[src/dwc_defs.svh]
// Constants of the write checksum alert and bus inversion block.
// Assumes inclusion by bare name from the top module and the bench.
`ifndef DWC_DEFS_SVH
`define DWC_DEFS_SVH
`define DWC_MR5_CRC_STATUS_BIT 3
`define DWC_MR5_MASK_EN_BIT    10
`define DWC_MR5_WR_INV_BIT     11
`define DWC_MR5_RD_INV_BIT     12
`define DWC_MR1_TERM_STB_BIT   11
`define DWC_LOG3_CRC_FLAG_BIT  7
`define DWC_BURST_BEATS        4'h8
`define DWC_ZERO_LIMIT         4'h4
`define DWC_CRC_INIT           8'hff
`define DWC_CRC_POLY           8'h07
`define DWC_CRC_LATENCY_CLKS   3
`define DWC_CRC_PULSE_CLKS     10
`define DWC_PARITY_PULSE_CLKS  48
`define DWC_PARITY_MIN_CLKS    45
`define DWC_FIFO_DEPTH         32
`endif

[src/dwc_pkg.sv]
// Types shared by the write checksum alert and bus inversion block.
// Assumes nothing of its surroundings.
package dwc_pkg;
   typedef enum logic [1:0] {
      DWC_X4  = 2'b00,
      DWC_X8  = 2'b01,
      DWC_X16 = 2'b10
   } dwc_width_t;

   typedef enum logic [1:0] {
      DWC_IDLE    = 2'b00,
      DWC_WAIT    = 2'b01,
      DWC_CRC_LOW = 2'b10,
      DWC_PAR_LOW = 2'b11
   } dwc_alert_t;

   typedef struct packed {
      logic [15:0] dq;
      logic [1:0]  flag_n;
   } dwc_beat_t;

   typedef struct packed {
      logic [1:0]  mask;
      logic [15:0] data;
   } dwc_store_t;
endpackage : dwc_pkg

[src/dwc_fifo.sv]
// Synchronous FIFO between the write decoder and the array store port.
// Assumes one clock domain and a power of two depth.
`timescale 1ns/1ps
module dwc_fifo #(
   parameter int WIDTH = 18,
   parameter int DEPTH = 32
) (
   input  wire logic             mclk_in,
   input  wire logic             rst_in,
   input  wire logic             in_valid_in,
   output logic                  in_ready_out,
   input  wire logic [WIDTH-1:0] in_data_in,
   output logic                  out_valid_out,
   input  wire logic             out_ready_in,
   output logic [WIDTH-1:0]      out_data_out
);
   localparam int AW = $clog2(DEPTH);

   logic [WIDTH-1:0] mem [DEPTH];
   logic [AW-1:0]    wr_ptr_reg;
   logic [AW-1:0]    wr_ptr_next;
   logic [AW-1:0]    rd_ptr_reg;
   logic [AW-1:0]    rd_ptr_next;
   logic [AW:0]      count_reg;
   logic [AW:0]      count_next;
   logic             push;
   logic             pop;
   logic             out_valid_next;
   logic             in_ready_next;

   always_comb
   begin
      push           = in_valid_in && in_ready_out;
      pop            = (count_reg != '0) && (!out_valid_out || out_ready_in);
      wr_ptr_next    = push ? wr_ptr_reg + 1'b1 : wr_ptr_reg;
      rd_ptr_next    = pop ? rd_ptr_reg + 1'b1 : rd_ptr_reg;
      count_next     = count_reg + {{AW{1'b0}}, push} - {{AW{1'b0}}, pop};
      out_valid_next = pop || (out_valid_out && !out_ready_in);
      in_ready_next  = (count_next + {{AW{1'b0}}, out_valid_next}) < (AW+1)'(DEPTH);
   end

   always_ff @(posedge mclk_in or posedge rst_in)
   begin
      if (rst_in)
      begin
         wr_ptr_reg    <= '0;
         rd_ptr_reg    <= '0;
         count_reg     <= '0;
         out_valid_out <= 1'b0;
         in_ready_out  <= 1'b1;
      end
      else
      begin
         wr_ptr_reg    <= wr_ptr_next;
         rd_ptr_reg    <= rd_ptr_next;
         count_reg     <= count_next;
         out_valid_out <= out_valid_next;
         in_ready_out  <= in_ready_next;
      end
   end

   always_ff @(posedge mclk_in)
   begin
      if (push)
         mem[wr_ptr_reg] <= in_data_in;
      if (pop)
         out_data_out <= mem[rd_ptr_reg];
   end
endmodule : dwc_fifo

[src/dwc_top.sv]
// Write checksum alert and data bus inversion logic of the data lanes.
// Assumes pins arrive asynchronously and controls come from logic on mclk_in.
`timescale 1ns/1ps
`include "dwc_defs.svh"

// Overview of operation
// - Checksum errors share the parity error line.
// - Checksum error pulse short; parity pulse long.
// - Checksum error sets mode register five bit.
// - Status bit mirrored into error log flag.
// - Status stays set until mode write clears it.
// - Compare checksum, drive alert CRC_LATENCY + 1 clocks after mismatch flag if alert idle and no parity error.
// - Pulse width spans drive low to release.
// - Inversion only in x8 and x16 widths.
// - No inversion on multipurpose register reads.
// - Read inversion independent of write and mask.
// - Write lane flag low inverts stored byte.
// - Write lane flag high stores byte unchanged.
// - Read byte over four zeros inverted, flag low.
// - Eight beats, one byte and flag per lane.
module dwc_top #(
   parameter int CRC_LATENCY = `DWC_CRC_LATENCY_CLKS,
   parameter int CRC_PULSE   = `DWC_CRC_PULSE_CLKS,
   parameter int PAR_PULSE   = `DWC_PARITY_PULSE_CLKS,
   parameter int FIFO_DEPTH  = `DWC_FIFO_DEPTH
) (
   input  wire logic               mclk_in,
   input  wire logic               rst_in,
   input  dwc_pkg::dwc_width_t     data_width_in,
   input  wire logic [15:0]        mode_register_five_in,
   input  wire logic [15:0]        mode_register_one_in,
   input  wire logic               mode_register_set_command_in,
   input  wire logic               write_crc_enable_in,
   input  wire logic               multipurpose_register_read_in,
   input  wire logic               command_address_parity_err_in,
   input  wire logic               link_strobe_in,
   input  wire logic               write_frame_in,
   input  wire logic [15:0]        dq_in,
   output logic [15:0]             dq_out,
   output logic                    dq_oe_out,
   input  wire logic               lower_lane_invert_flag_n_in,
   output logic                    lower_lane_invert_flag_n_out,
   output logic                    lower_lane_invert_flag_oe_out,
   input  wire logic               upper_lane_invert_flag_n_in,
   output logic                    upper_lane_invert_flag_n_out,
   output logic                    upper_lane_invert_flag_oe_out,
   output logic                    alert_n_out,
   output logic                    alert_oe_out,
   input  wire logic               read_valid_in,
   input  wire logic [15:0]        read_data_in,
   output logic                    beat_ready_out,
   output logic                    store_valid_out,
   input  wire logic               store_ready_in,
   output dwc_pkg::dwc_store_t     store_word_out,
   output logic                    crc_error_status_out,
   output logic [7:0]              error_log_register_three_out
);
   localparam int LAT_P1 = CRC_LATENCY + 1;

   // ----------------------------------------
   // Helper functions
   // ----------------------------------------
   function automatic logic [7:0] crc_step(input logic [7:0] crc, input logic [8:0] bits);
      logic [7:0] c;
      c = crc;
      for (int i = 8; i >= 0; i--)
         c = {c[6:0], 1'b0} ^ ((c[7] ^ bits[i]) ? `DWC_CRC_POLY : 8'h00);
      return c;
   endfunction : crc_step

   function automatic logic [3:0] zero_count(input logic [7:0] b);
      logic [3:0] n;
      n = 4'h0;
      for (int i = 0; i < 8; i++)
         n = n + {3'h0, ~b[i]};
      return n;
   endfunction : zero_count

   // ----------------------------------------
   // Pin synchronisers and strobe edge
   // ----------------------------------------
   dwc_pkg::dwc_beat_t pin_s1_reg;
   dwc_pkg::dwc_beat_t pin_s2_reg;
   logic [1:0]         stb_s_reg;
   logic               stb_s3_reg;
   logic [1:0]         frm_s_reg;
   logic               stb_rise;

   always_ff @(posedge mclk_in or posedge rst_in)
   begin
      if (rst_in)
      begin
         pin_s1_reg <= '0;
         pin_s2_reg <= '0;
         stb_s_reg  <= 2'h0;
         stb_s3_reg <= 1'b0;
         frm_s_reg  <= 2'h0;
      end
      else
      begin
         pin_s1_reg <= {dq_in, upper_lane_invert_flag_n_in, lower_lane_invert_flag_n_in};
         pin_s2_reg <= pin_s1_reg;
         stb_s_reg  <= {stb_s_reg[0], link_strobe_in};
         stb_s3_reg <= stb_s_reg[1];
         frm_s_reg  <= {frm_s_reg[0], write_frame_in};
      end
   end

   assign stb_rise = stb_s_reg[1] && !stb_s3_reg;

   // ----------------------------------------
   // Mode decode
   // ----------------------------------------
   logic wide_ok;
   logic term_stb;
   logic wr_inv_en;
   logic mask_en;
   logic rd_inv_en;

   always_comb
   begin
      wide_ok   = (data_width_in == dwc_pkg::DWC_X8) || (data_width_in == dwc_pkg::DWC_X16);
      term_stb  = mode_register_one_in[`DWC_MR1_TERM_STB_BIT];
      wr_inv_en = wide_ok && !term_stb && mode_register_five_in[`DWC_MR5_WR_INV_BIT];
      mask_en   = wide_ok && !term_stb && mode_register_five_in[`DWC_MR5_MASK_EN_BIT];
      rd_inv_en = wide_ok && !term_stb && mode_register_five_in[`DWC_MR5_RD_INV_BIT];
   end

   // ----------------------------------------
   // Write burst decode and checksum
   // ----------------------------------------
   logic [3:0]          beat_reg;
   logic [3:0]          beat_next;
   logic [7:0]          crc_lo_reg;
   logic [7:0]          crc_lo_next;
   logic [7:0]          crc_hi_reg;
   logic [7:0]          crc_hi_next;
   logic                mismatch_reg;
   logic                mismatch_next;
   logic                push_reg;
   logic                push_next;
   dwc_pkg::dwc_store_t push_word_reg;
   dwc_pkg::dwc_store_t push_word_next;
   logic                fifo_ready;

   always_comb
   begin
      beat_next      = beat_reg;
      crc_lo_next    = crc_lo_reg;
      crc_hi_next    = crc_hi_reg;
      mismatch_next  = 1'b0;
      push_next      = 1'b0;
      push_word_next = push_word_reg;
      if (!frm_s_reg[1])
      begin
         beat_next   = 4'h0;
         crc_lo_next = `DWC_CRC_INIT;
         crc_hi_next = `DWC_CRC_INIT;
      end
      else if (stb_rise && beat_reg < `DWC_BURST_BEATS)
      begin
         beat_next = beat_reg + 4'h1;
         crc_lo_next = crc_step(crc_lo_reg, {pin_s2_reg.dq[7:0], pin_s2_reg.flag_n[0]});
         crc_hi_next = crc_step(crc_hi_reg, {pin_s2_reg.dq[15:8], pin_s2_reg.flag_n[1]});
         push_next = 1'b1;
         for (int l = 0; l < 2; l++)
         begin
            push_word_next.data[l*8 +: 8] = (wr_inv_en && !pin_s2_reg.flag_n[l]) ?
                                            ~pin_s2_reg.dq[l*8 +: 8] :
                                            pin_s2_reg.dq[l*8 +: 8];
            push_word_next.mask[l] = mask_en && !pin_s2_reg.flag_n[l];
         end
      end
      else if (stb_rise && beat_reg == `DWC_BURST_BEATS && write_crc_enable_in)
      begin
         beat_next     = beat_reg + 4'h1;
         mismatch_next = (crc_lo_reg != pin_s2_reg.dq[7:0]) ||
                         (data_width_in == dwc_pkg::DWC_X16 && crc_hi_reg != pin_s2_reg.dq[15:8]);
      end
   end

   always_ff @(posedge mclk_in or posedge rst_in)
   begin
      if (rst_in)
      begin
         beat_reg      <= 4'h0;
         crc_lo_reg    <= `DWC_CRC_INIT;
         crc_hi_reg    <= `DWC_CRC_INIT;
         mismatch_reg  <= 1'b0;
         push_reg      <= 1'b0;
         push_word_reg <= '0;
      end
      else
      begin
         beat_reg      <= beat_next;
         crc_lo_reg    <= crc_lo_next;
         crc_hi_reg    <= crc_hi_next;
         mismatch_reg  <= mismatch_next;
         push_reg      <= push_next;
         push_word_reg <= push_word_next;
      end
   end

   dwc_fifo #(
      .WIDTH ($bits(dwc_pkg::dwc_store_t)),
      .DEPTH (FIFO_DEPTH)
   ) u_fifo (
      .mclk_in       (mclk_in),
      .rst_in        (rst_in),
      .in_valid_in   (push_reg),
      .in_ready_out  (fifo_ready),
      .in_data_in    (push_word_reg),
      .out_valid_out (store_valid_out),
      .out_ready_in  (store_ready_in),
      .out_data_out  (store_word_out)
   );

   assign beat_ready_out = fifo_ready;

   // ----------------------------------------
   // Error status and alert line
   // ----------------------------------------
   dwc_pkg::dwc_alert_t state_reg;
   dwc_pkg::dwc_alert_t state_next;
   logic [7:0]          cnt_reg;
   logic [7:0]          cnt_next;
   logic                status_reg;
   logic                status_next;
   logic                oe_next;

   always_comb
   begin
      status_next = mismatch_reg || (status_reg && !(mode_register_set_command_in &&
                    !mode_register_five_in[`DWC_MR5_CRC_STATUS_BIT]));
      state_next  = state_reg;
      cnt_next    = cnt_reg;
      case (state_reg)
         dwc_pkg::DWC_IDLE:
         begin
            if (command_address_parity_err_in)
            begin
               state_next = dwc_pkg::DWC_PAR_LOW;
               cnt_next   = 8'(PAR_PULSE - 1);
            end
            else if (mismatch_reg)
            begin
               state_next = dwc_pkg::DWC_WAIT;
               cnt_next   = 8'(CRC_LATENCY - 1);
            end
         end
         dwc_pkg::DWC_WAIT:
         begin
            if (cnt_reg == 8'h00)
            begin
               state_next = dwc_pkg::DWC_CRC_LOW;
               cnt_next   = 8'(CRC_PULSE - 1);
            end
            else
               cnt_next = cnt_reg - 8'h01;
         end
         dwc_pkg::DWC_CRC_LOW, dwc_pkg::DWC_PAR_LOW:
         begin
            if (cnt_reg == 8'h00)
               state_next = dwc_pkg::DWC_IDLE;
            else
               cnt_next = cnt_reg - 8'h01;
         end
         default:
            state_next = dwc_pkg::DWC_IDLE;
      endcase
      oe_next = (state_next == dwc_pkg::DWC_CRC_LOW) || (state_next == dwc_pkg::DWC_PAR_LOW);
   end

   always_ff @(posedge mclk_in or posedge rst_in)
   begin
      if (rst_in)
      begin
         state_reg    <= dwc_pkg::DWC_IDLE;
         cnt_reg      <= 8'h00;
         status_reg   <= 1'b0;
         alert_oe_out <= 1'b0;
      end
      else
      begin
         state_reg    <= state_next;
         cnt_reg      <= cnt_next;
         status_reg   <= status_next;
         alert_oe_out <= oe_next;
      end
   end

   assign alert_n_out                  = 1'b0;
   assign crc_error_status_out         = status_reg;
   assign error_log_register_three_out = {status_reg, 7'h00};

   // ----------------------------------------
   // Read encoder
   // ----------------------------------------
   logic [15:0] rd_dq_next;
   logic [1:0]  rd_flag_next;

   always_comb
   begin
      rd_dq_next   = read_data_in;
      rd_flag_next = 2'h3;
      for (int l = 0; l < 2; l++)
      begin
         if (rd_inv_en && !multipurpose_register_read_in &&
             zero_count(read_data_in[l*8 +: 8]) > `DWC_ZERO_LIMIT)
         begin
            rd_dq_next[l*8 +: 8] = ~read_data_in[l*8 +: 8];
            rd_flag_next[l]      = 1'b0;
         end
      end
   end

   always_ff @(posedge mclk_in or posedge rst_in)
   begin
      if (rst_in)
      begin
         dq_out                        <= 16'h0000;
         dq_oe_out                     <= 1'b0;
         lower_lane_invert_flag_n_out  <= 1'b1;
         upper_lane_invert_flag_n_out  <= 1'b1;
         lower_lane_invert_flag_oe_out <= 1'b0;
         upper_lane_invert_flag_oe_out <= 1'b0;
      end
      else
      begin
         dq_out                        <= rd_dq_next;
         dq_oe_out                     <= read_valid_in;
         lower_lane_invert_flag_n_out  <= rd_flag_next[0];
         upper_lane_invert_flag_n_out  <= rd_flag_next[1];
         lower_lane_invert_flag_oe_out <= read_valid_in && rd_inv_en;
         upper_lane_invert_flag_oe_out <= read_valid_in && rd_inv_en && data_width_in == dwc_pkg::DWC_X16;
      end
   end

   // ----------------------------------------
   // Checks
   // ----------------------------------------
   logic [7:0] low_len_reg;

   always_ff @(posedge mclk_in or posedge rst_in)
   begin
      if (rst_in)
         low_len_reg <= 8'h00;
      else if (alert_oe_out)
         low_len_reg <= low_len_reg + 8'h01;
      else
         low_len_reg <= 8'h00;
   end
endmodule : dwc_top

[config.mk]
export PLATFORM = sky130hd
export DESIGN_NAME = dwc_top
export DESIGN_NICKNAME = d
export VERILOG_FILES = /design/src/dwc_pkg.sv /design/src/dwc_fifo.sv /design/src/dwc_top.sv
export VERILOG_INCLUDE_DIRS = /design/src
export SDC_FILE = /design/constraint.sdc
export NUM_CORES = 1
export LEC_CHECK = 0
export BUFFER_PORTS_ARGS = -buffer_cell sky130_fd_sc_hd__buf_2
export CAP_MARGIN = 30
export CORE_MARGIN = 4
export CORE_UTILIZATION = 25
export CTS_CLUSTER_SIZE = 24
export DETAILED_ROUTE_END_ITERATION = 12
export PLACE_DENSITY = 0.45
export SYNTH_ARGS = -nofsm -noshare
export SYNTH_HDL_FRONTEND = slang
export SYNTH_HIERARCHICAL = 1
export SYNTH_SLANG_ARGS = --single-unit
[constraint.sdc]
create_clock -name mclk_in -period 6.8 [get_ports mclk_in]
set_input_delay 0 -clock mclk_in [delete_from_list [all_inputs] [get_ports mclk_in]]
set_output_delay 0 -clock mclk_in [all_outputs]
set_load 0.03 [all_outputs]
==> flow_summary.yaml <==
placement:
  place_inst: 3216
  place_area_sq_mm: 0.0317
  hpwl_mm: 40.1
  io_buffers: 94
  place_congestion: 0.758
layout:
  drive_gt1_frac: 0.218
  fin_cells: 3425
  mostFrequentLayoutCells: "594 x edfxtp_1, 180 x mux2i_1, 110 x dfrtp_1, 94 x buf_2, 79 x clkbuf_16"
  final_common_cell: "edfxtp_1"
  largest_reg_flops: 576
  regMostFlops: "u_fifo/mem"
  syn2layout_area_growth_pct: 19.9
  final_util: 0.303
  finalInstanceArea_sq_mm: 0.0348
  nets: 1963
timing:
  period_share: 0.490
  finalHoldViolCount: 0
  rsz0062_at_grt: "false"
  hold_slack_ns: 0.0346
  final.min_clock_period_ns: 3.33
  finalSetupTns_ns: 0
  relSlewSlack: 0.352
  setup_viol: 0
  slew_violations: 0
  tightest_slew_ns: 0.972
  max_freq_mhz: 300
  finClkSkew_ns: 0.0306
critical_path:
  critPathSlowestCell: "fa_1"
  crit_chain: "dlygate4sd3_1 -> buf_2 -> inv_1 -> fa_1 -> inv_1 -> fa_1 -> fa_1 -> inv_1 -> ha_1 -> inv_1 -> fa_1 -> nand2b_1 -> a221o_1 -> nand2_1 -> a21oi_4 -> xor2_1"
  cp_max_fo: 9
  critPathArrivalTime_ns: 3.80
  cp.required_ns: 7.27
  rr_startpoint: "u_fifo/rd_ptr_reg[1]"
  path_class: "in -> reg"
  slowest_delay_ns: 0.54
  critPathLaunchType: "primary input"
  worst-path-stages: 16
  reg2reg_depth: 7
  end_kind: "register"
  critPathTopFamily: "adder cells"
  path_buf_inv: 6
  crit_path_start: "read_data_in[0]"
floorplan:
  core_sq_mm: 0.115
  initial_utilization: 0.253
  die_h_um: 349
  rows: 124
  die-area_sq_mm: 0.122
  dieWidth_um: 349
  boundaryPins: 130
grt:
  grt_usage: 0.111
  grt_pass1_wl_mm: 101
  gr-total-overflow: 0
  antenna_found_initial: 0
  grt_start_max_net_pins: 93
  grt_pass1_vias: 15400
clock_tree:
  ctsResizeCount: 0
  htreeDepth: 3
  numCtsBuffers: 79
  clkLatencyLatePin_ns: 0.63
  root_buffer: "clkbuf_16"
  cts_tree: "built"
  path_clk_slew_ns: 0.06
  clk_path_buf_depth: 3
  cts_sinks: 726
route:
  wl_per_cell_um: 19.7
  ant_nets: 0
  drtIter0Drc: 840
  via_count: 14700
  dr.pass1.iters: 5
  drc: 0
  viasPerCell: 4.29
  drt_wl_total_mm: 67.6
logic_synthesis:
  syn_inst: 1617
  synth_ff_type: "edfxtp_1"
  yosysTopAreaCellShare: 0.615
  ys_seq_elements: 726
  synth_edf_count: 594
  yosys.area.top_type: "edfxtp_1"
  yosys_warnings: 6
  yosysUniqueCellTypes: 64
  async_flop_share: 0.182
  synth_area_sq_mm: 0.0290
  synthTopCellsByArea: "edfxtp_1 61%, dfrtp_1 9.7%, mux2i_1 6.2%"
  yosysSeqAreaShare: 0.730
  avgSynthCellArea_sq_um: 17.9
pwr:
  power.combinational.fraction: 0.286
  p_clk_frac: 0.304
  power_switching_uw: 4280
  seqPwrFrac: 0.410
  p_int_uw: 9240
  switching_share: 0.317
  ir_drop_v: 0.000211
  leakage_uw: 0.0124
  power_density_mw_per_mm2: 389
flow_run:
  max-cap-violations: 0
worst_hold_path:
  worstHoldStart: "mode_register_five_in[11]"
  hold_path_class: "in -> reg"
  hold_path_depth: 5
outcome:
  status: "finished, final reports clean"
[power groups by stage]
| stage | Clock (uW) | Sequential [uW] | Combinational, uW |
|---|---|---|---|
| 6_report | 4110 | 5550 | 3870 |
| 5_1_grt | 4460 | 5590 | 4190 |
| 4_1_cts | 4260 | 5560 | 3950 |
| 3_5_place_dp | 0 | 5650 | 3920 |
| 3_3_place_gp | 0 | 5720 | 3740 |
| 2_1_floorplan | 0 | 5670 | 2590 |
[worst paths after layout]
check | slack [ns] | end
max | 3.47 | dq_out[5]
min | 0.03 | push_word_reg[4]
max reg2reg | 3.52 | u_fifo/out_data_out[4]
min reg2reg | 0.34 | pin_s2_reg[5]
max in group asynchronous | 5.47 | push_reg
min in group asynchronous | 0.07 | pin_s1_reg[15]
[kinds of logic (layout without fill, tap and decap cells)]
kind of cell / Yosys count / count (layout) / share of synthesized area
AOI/OAI and AO/OA: 186 / 186 / 0.0463
other: 1 / 10 / 0.000129
muxes: 253 / 253 / 0.118
DFF: 726 / 726 / 0.730
buffers and inverters: 126 / 413 / 0.0213
and+or+nand+nor: 192 / 192 / 0.0327
adders and majority gates: 39 / 39 / 0.0191
xor gates and xnor gates: 94 / 94 / 0.0325
[stage by stage]
step | total power, uW | setup slack, ns
2_1_floorplan | 8260 | 3.28
3_3_place_gp | 9460 | 3.19
3_5_place_dp | 9560 | 3.33
4_1_cts | 13800 | 3.42
5_1_grt | 14200 | 3.31
6_report | 13500 | 3.47
[cells in the mapped netlist (27+ instances only)]
cell	number
a21oi_1	41
a22o_1	54
buf_2	30
buf_4	27
dfrtp_1	113
edfxtp_1	594
ha_1	30
inv_1	46
mux2i_1	180
mux4_2	72
nand2_1	63
nor2_1	58
xnor2_1	60
[routing by layer]
metal / track usage / up-vias / routed length (um)
met1: 0.151 / 7568 / 30600
li1: - / 6704 / -
met4: 0.0309 / 0 / 1790
met3: 0.0225 / 96 / 3410
met2: 0.183 / 312 / 31800
met5: 0 / - / 0
[worst reg2reg max path: cells and delay by family, from the launching register on]
kind | cells | cell delay (ns)
buf+inv | 2 | 0.85
flops | 1 | 0.67
mux | 1 | 0.41
compound gates | 4 | 1.05
[repair_timing]
| action | 4_1_cts | 5_1_grt |
|---|---|---|
| endpoints found under the hold margin | 143 | 0 |
| hold buffers | 61 | 0 |
| setup buffers | 0 | 0 |
[area by class of cell]
class,count,area (sq um)
Fill cell,11300,80000
Sequential cell,726,21200
Multi-Input combinational cell,772,7310
Clock buffer,104,2120
Tap cell,1512,1890
Timing Repair Buffer,220,1730
Clock inverter,42,378
Inverter,47,179
Antenna cell,2,5.00
(Power assumes the default switching activity.)
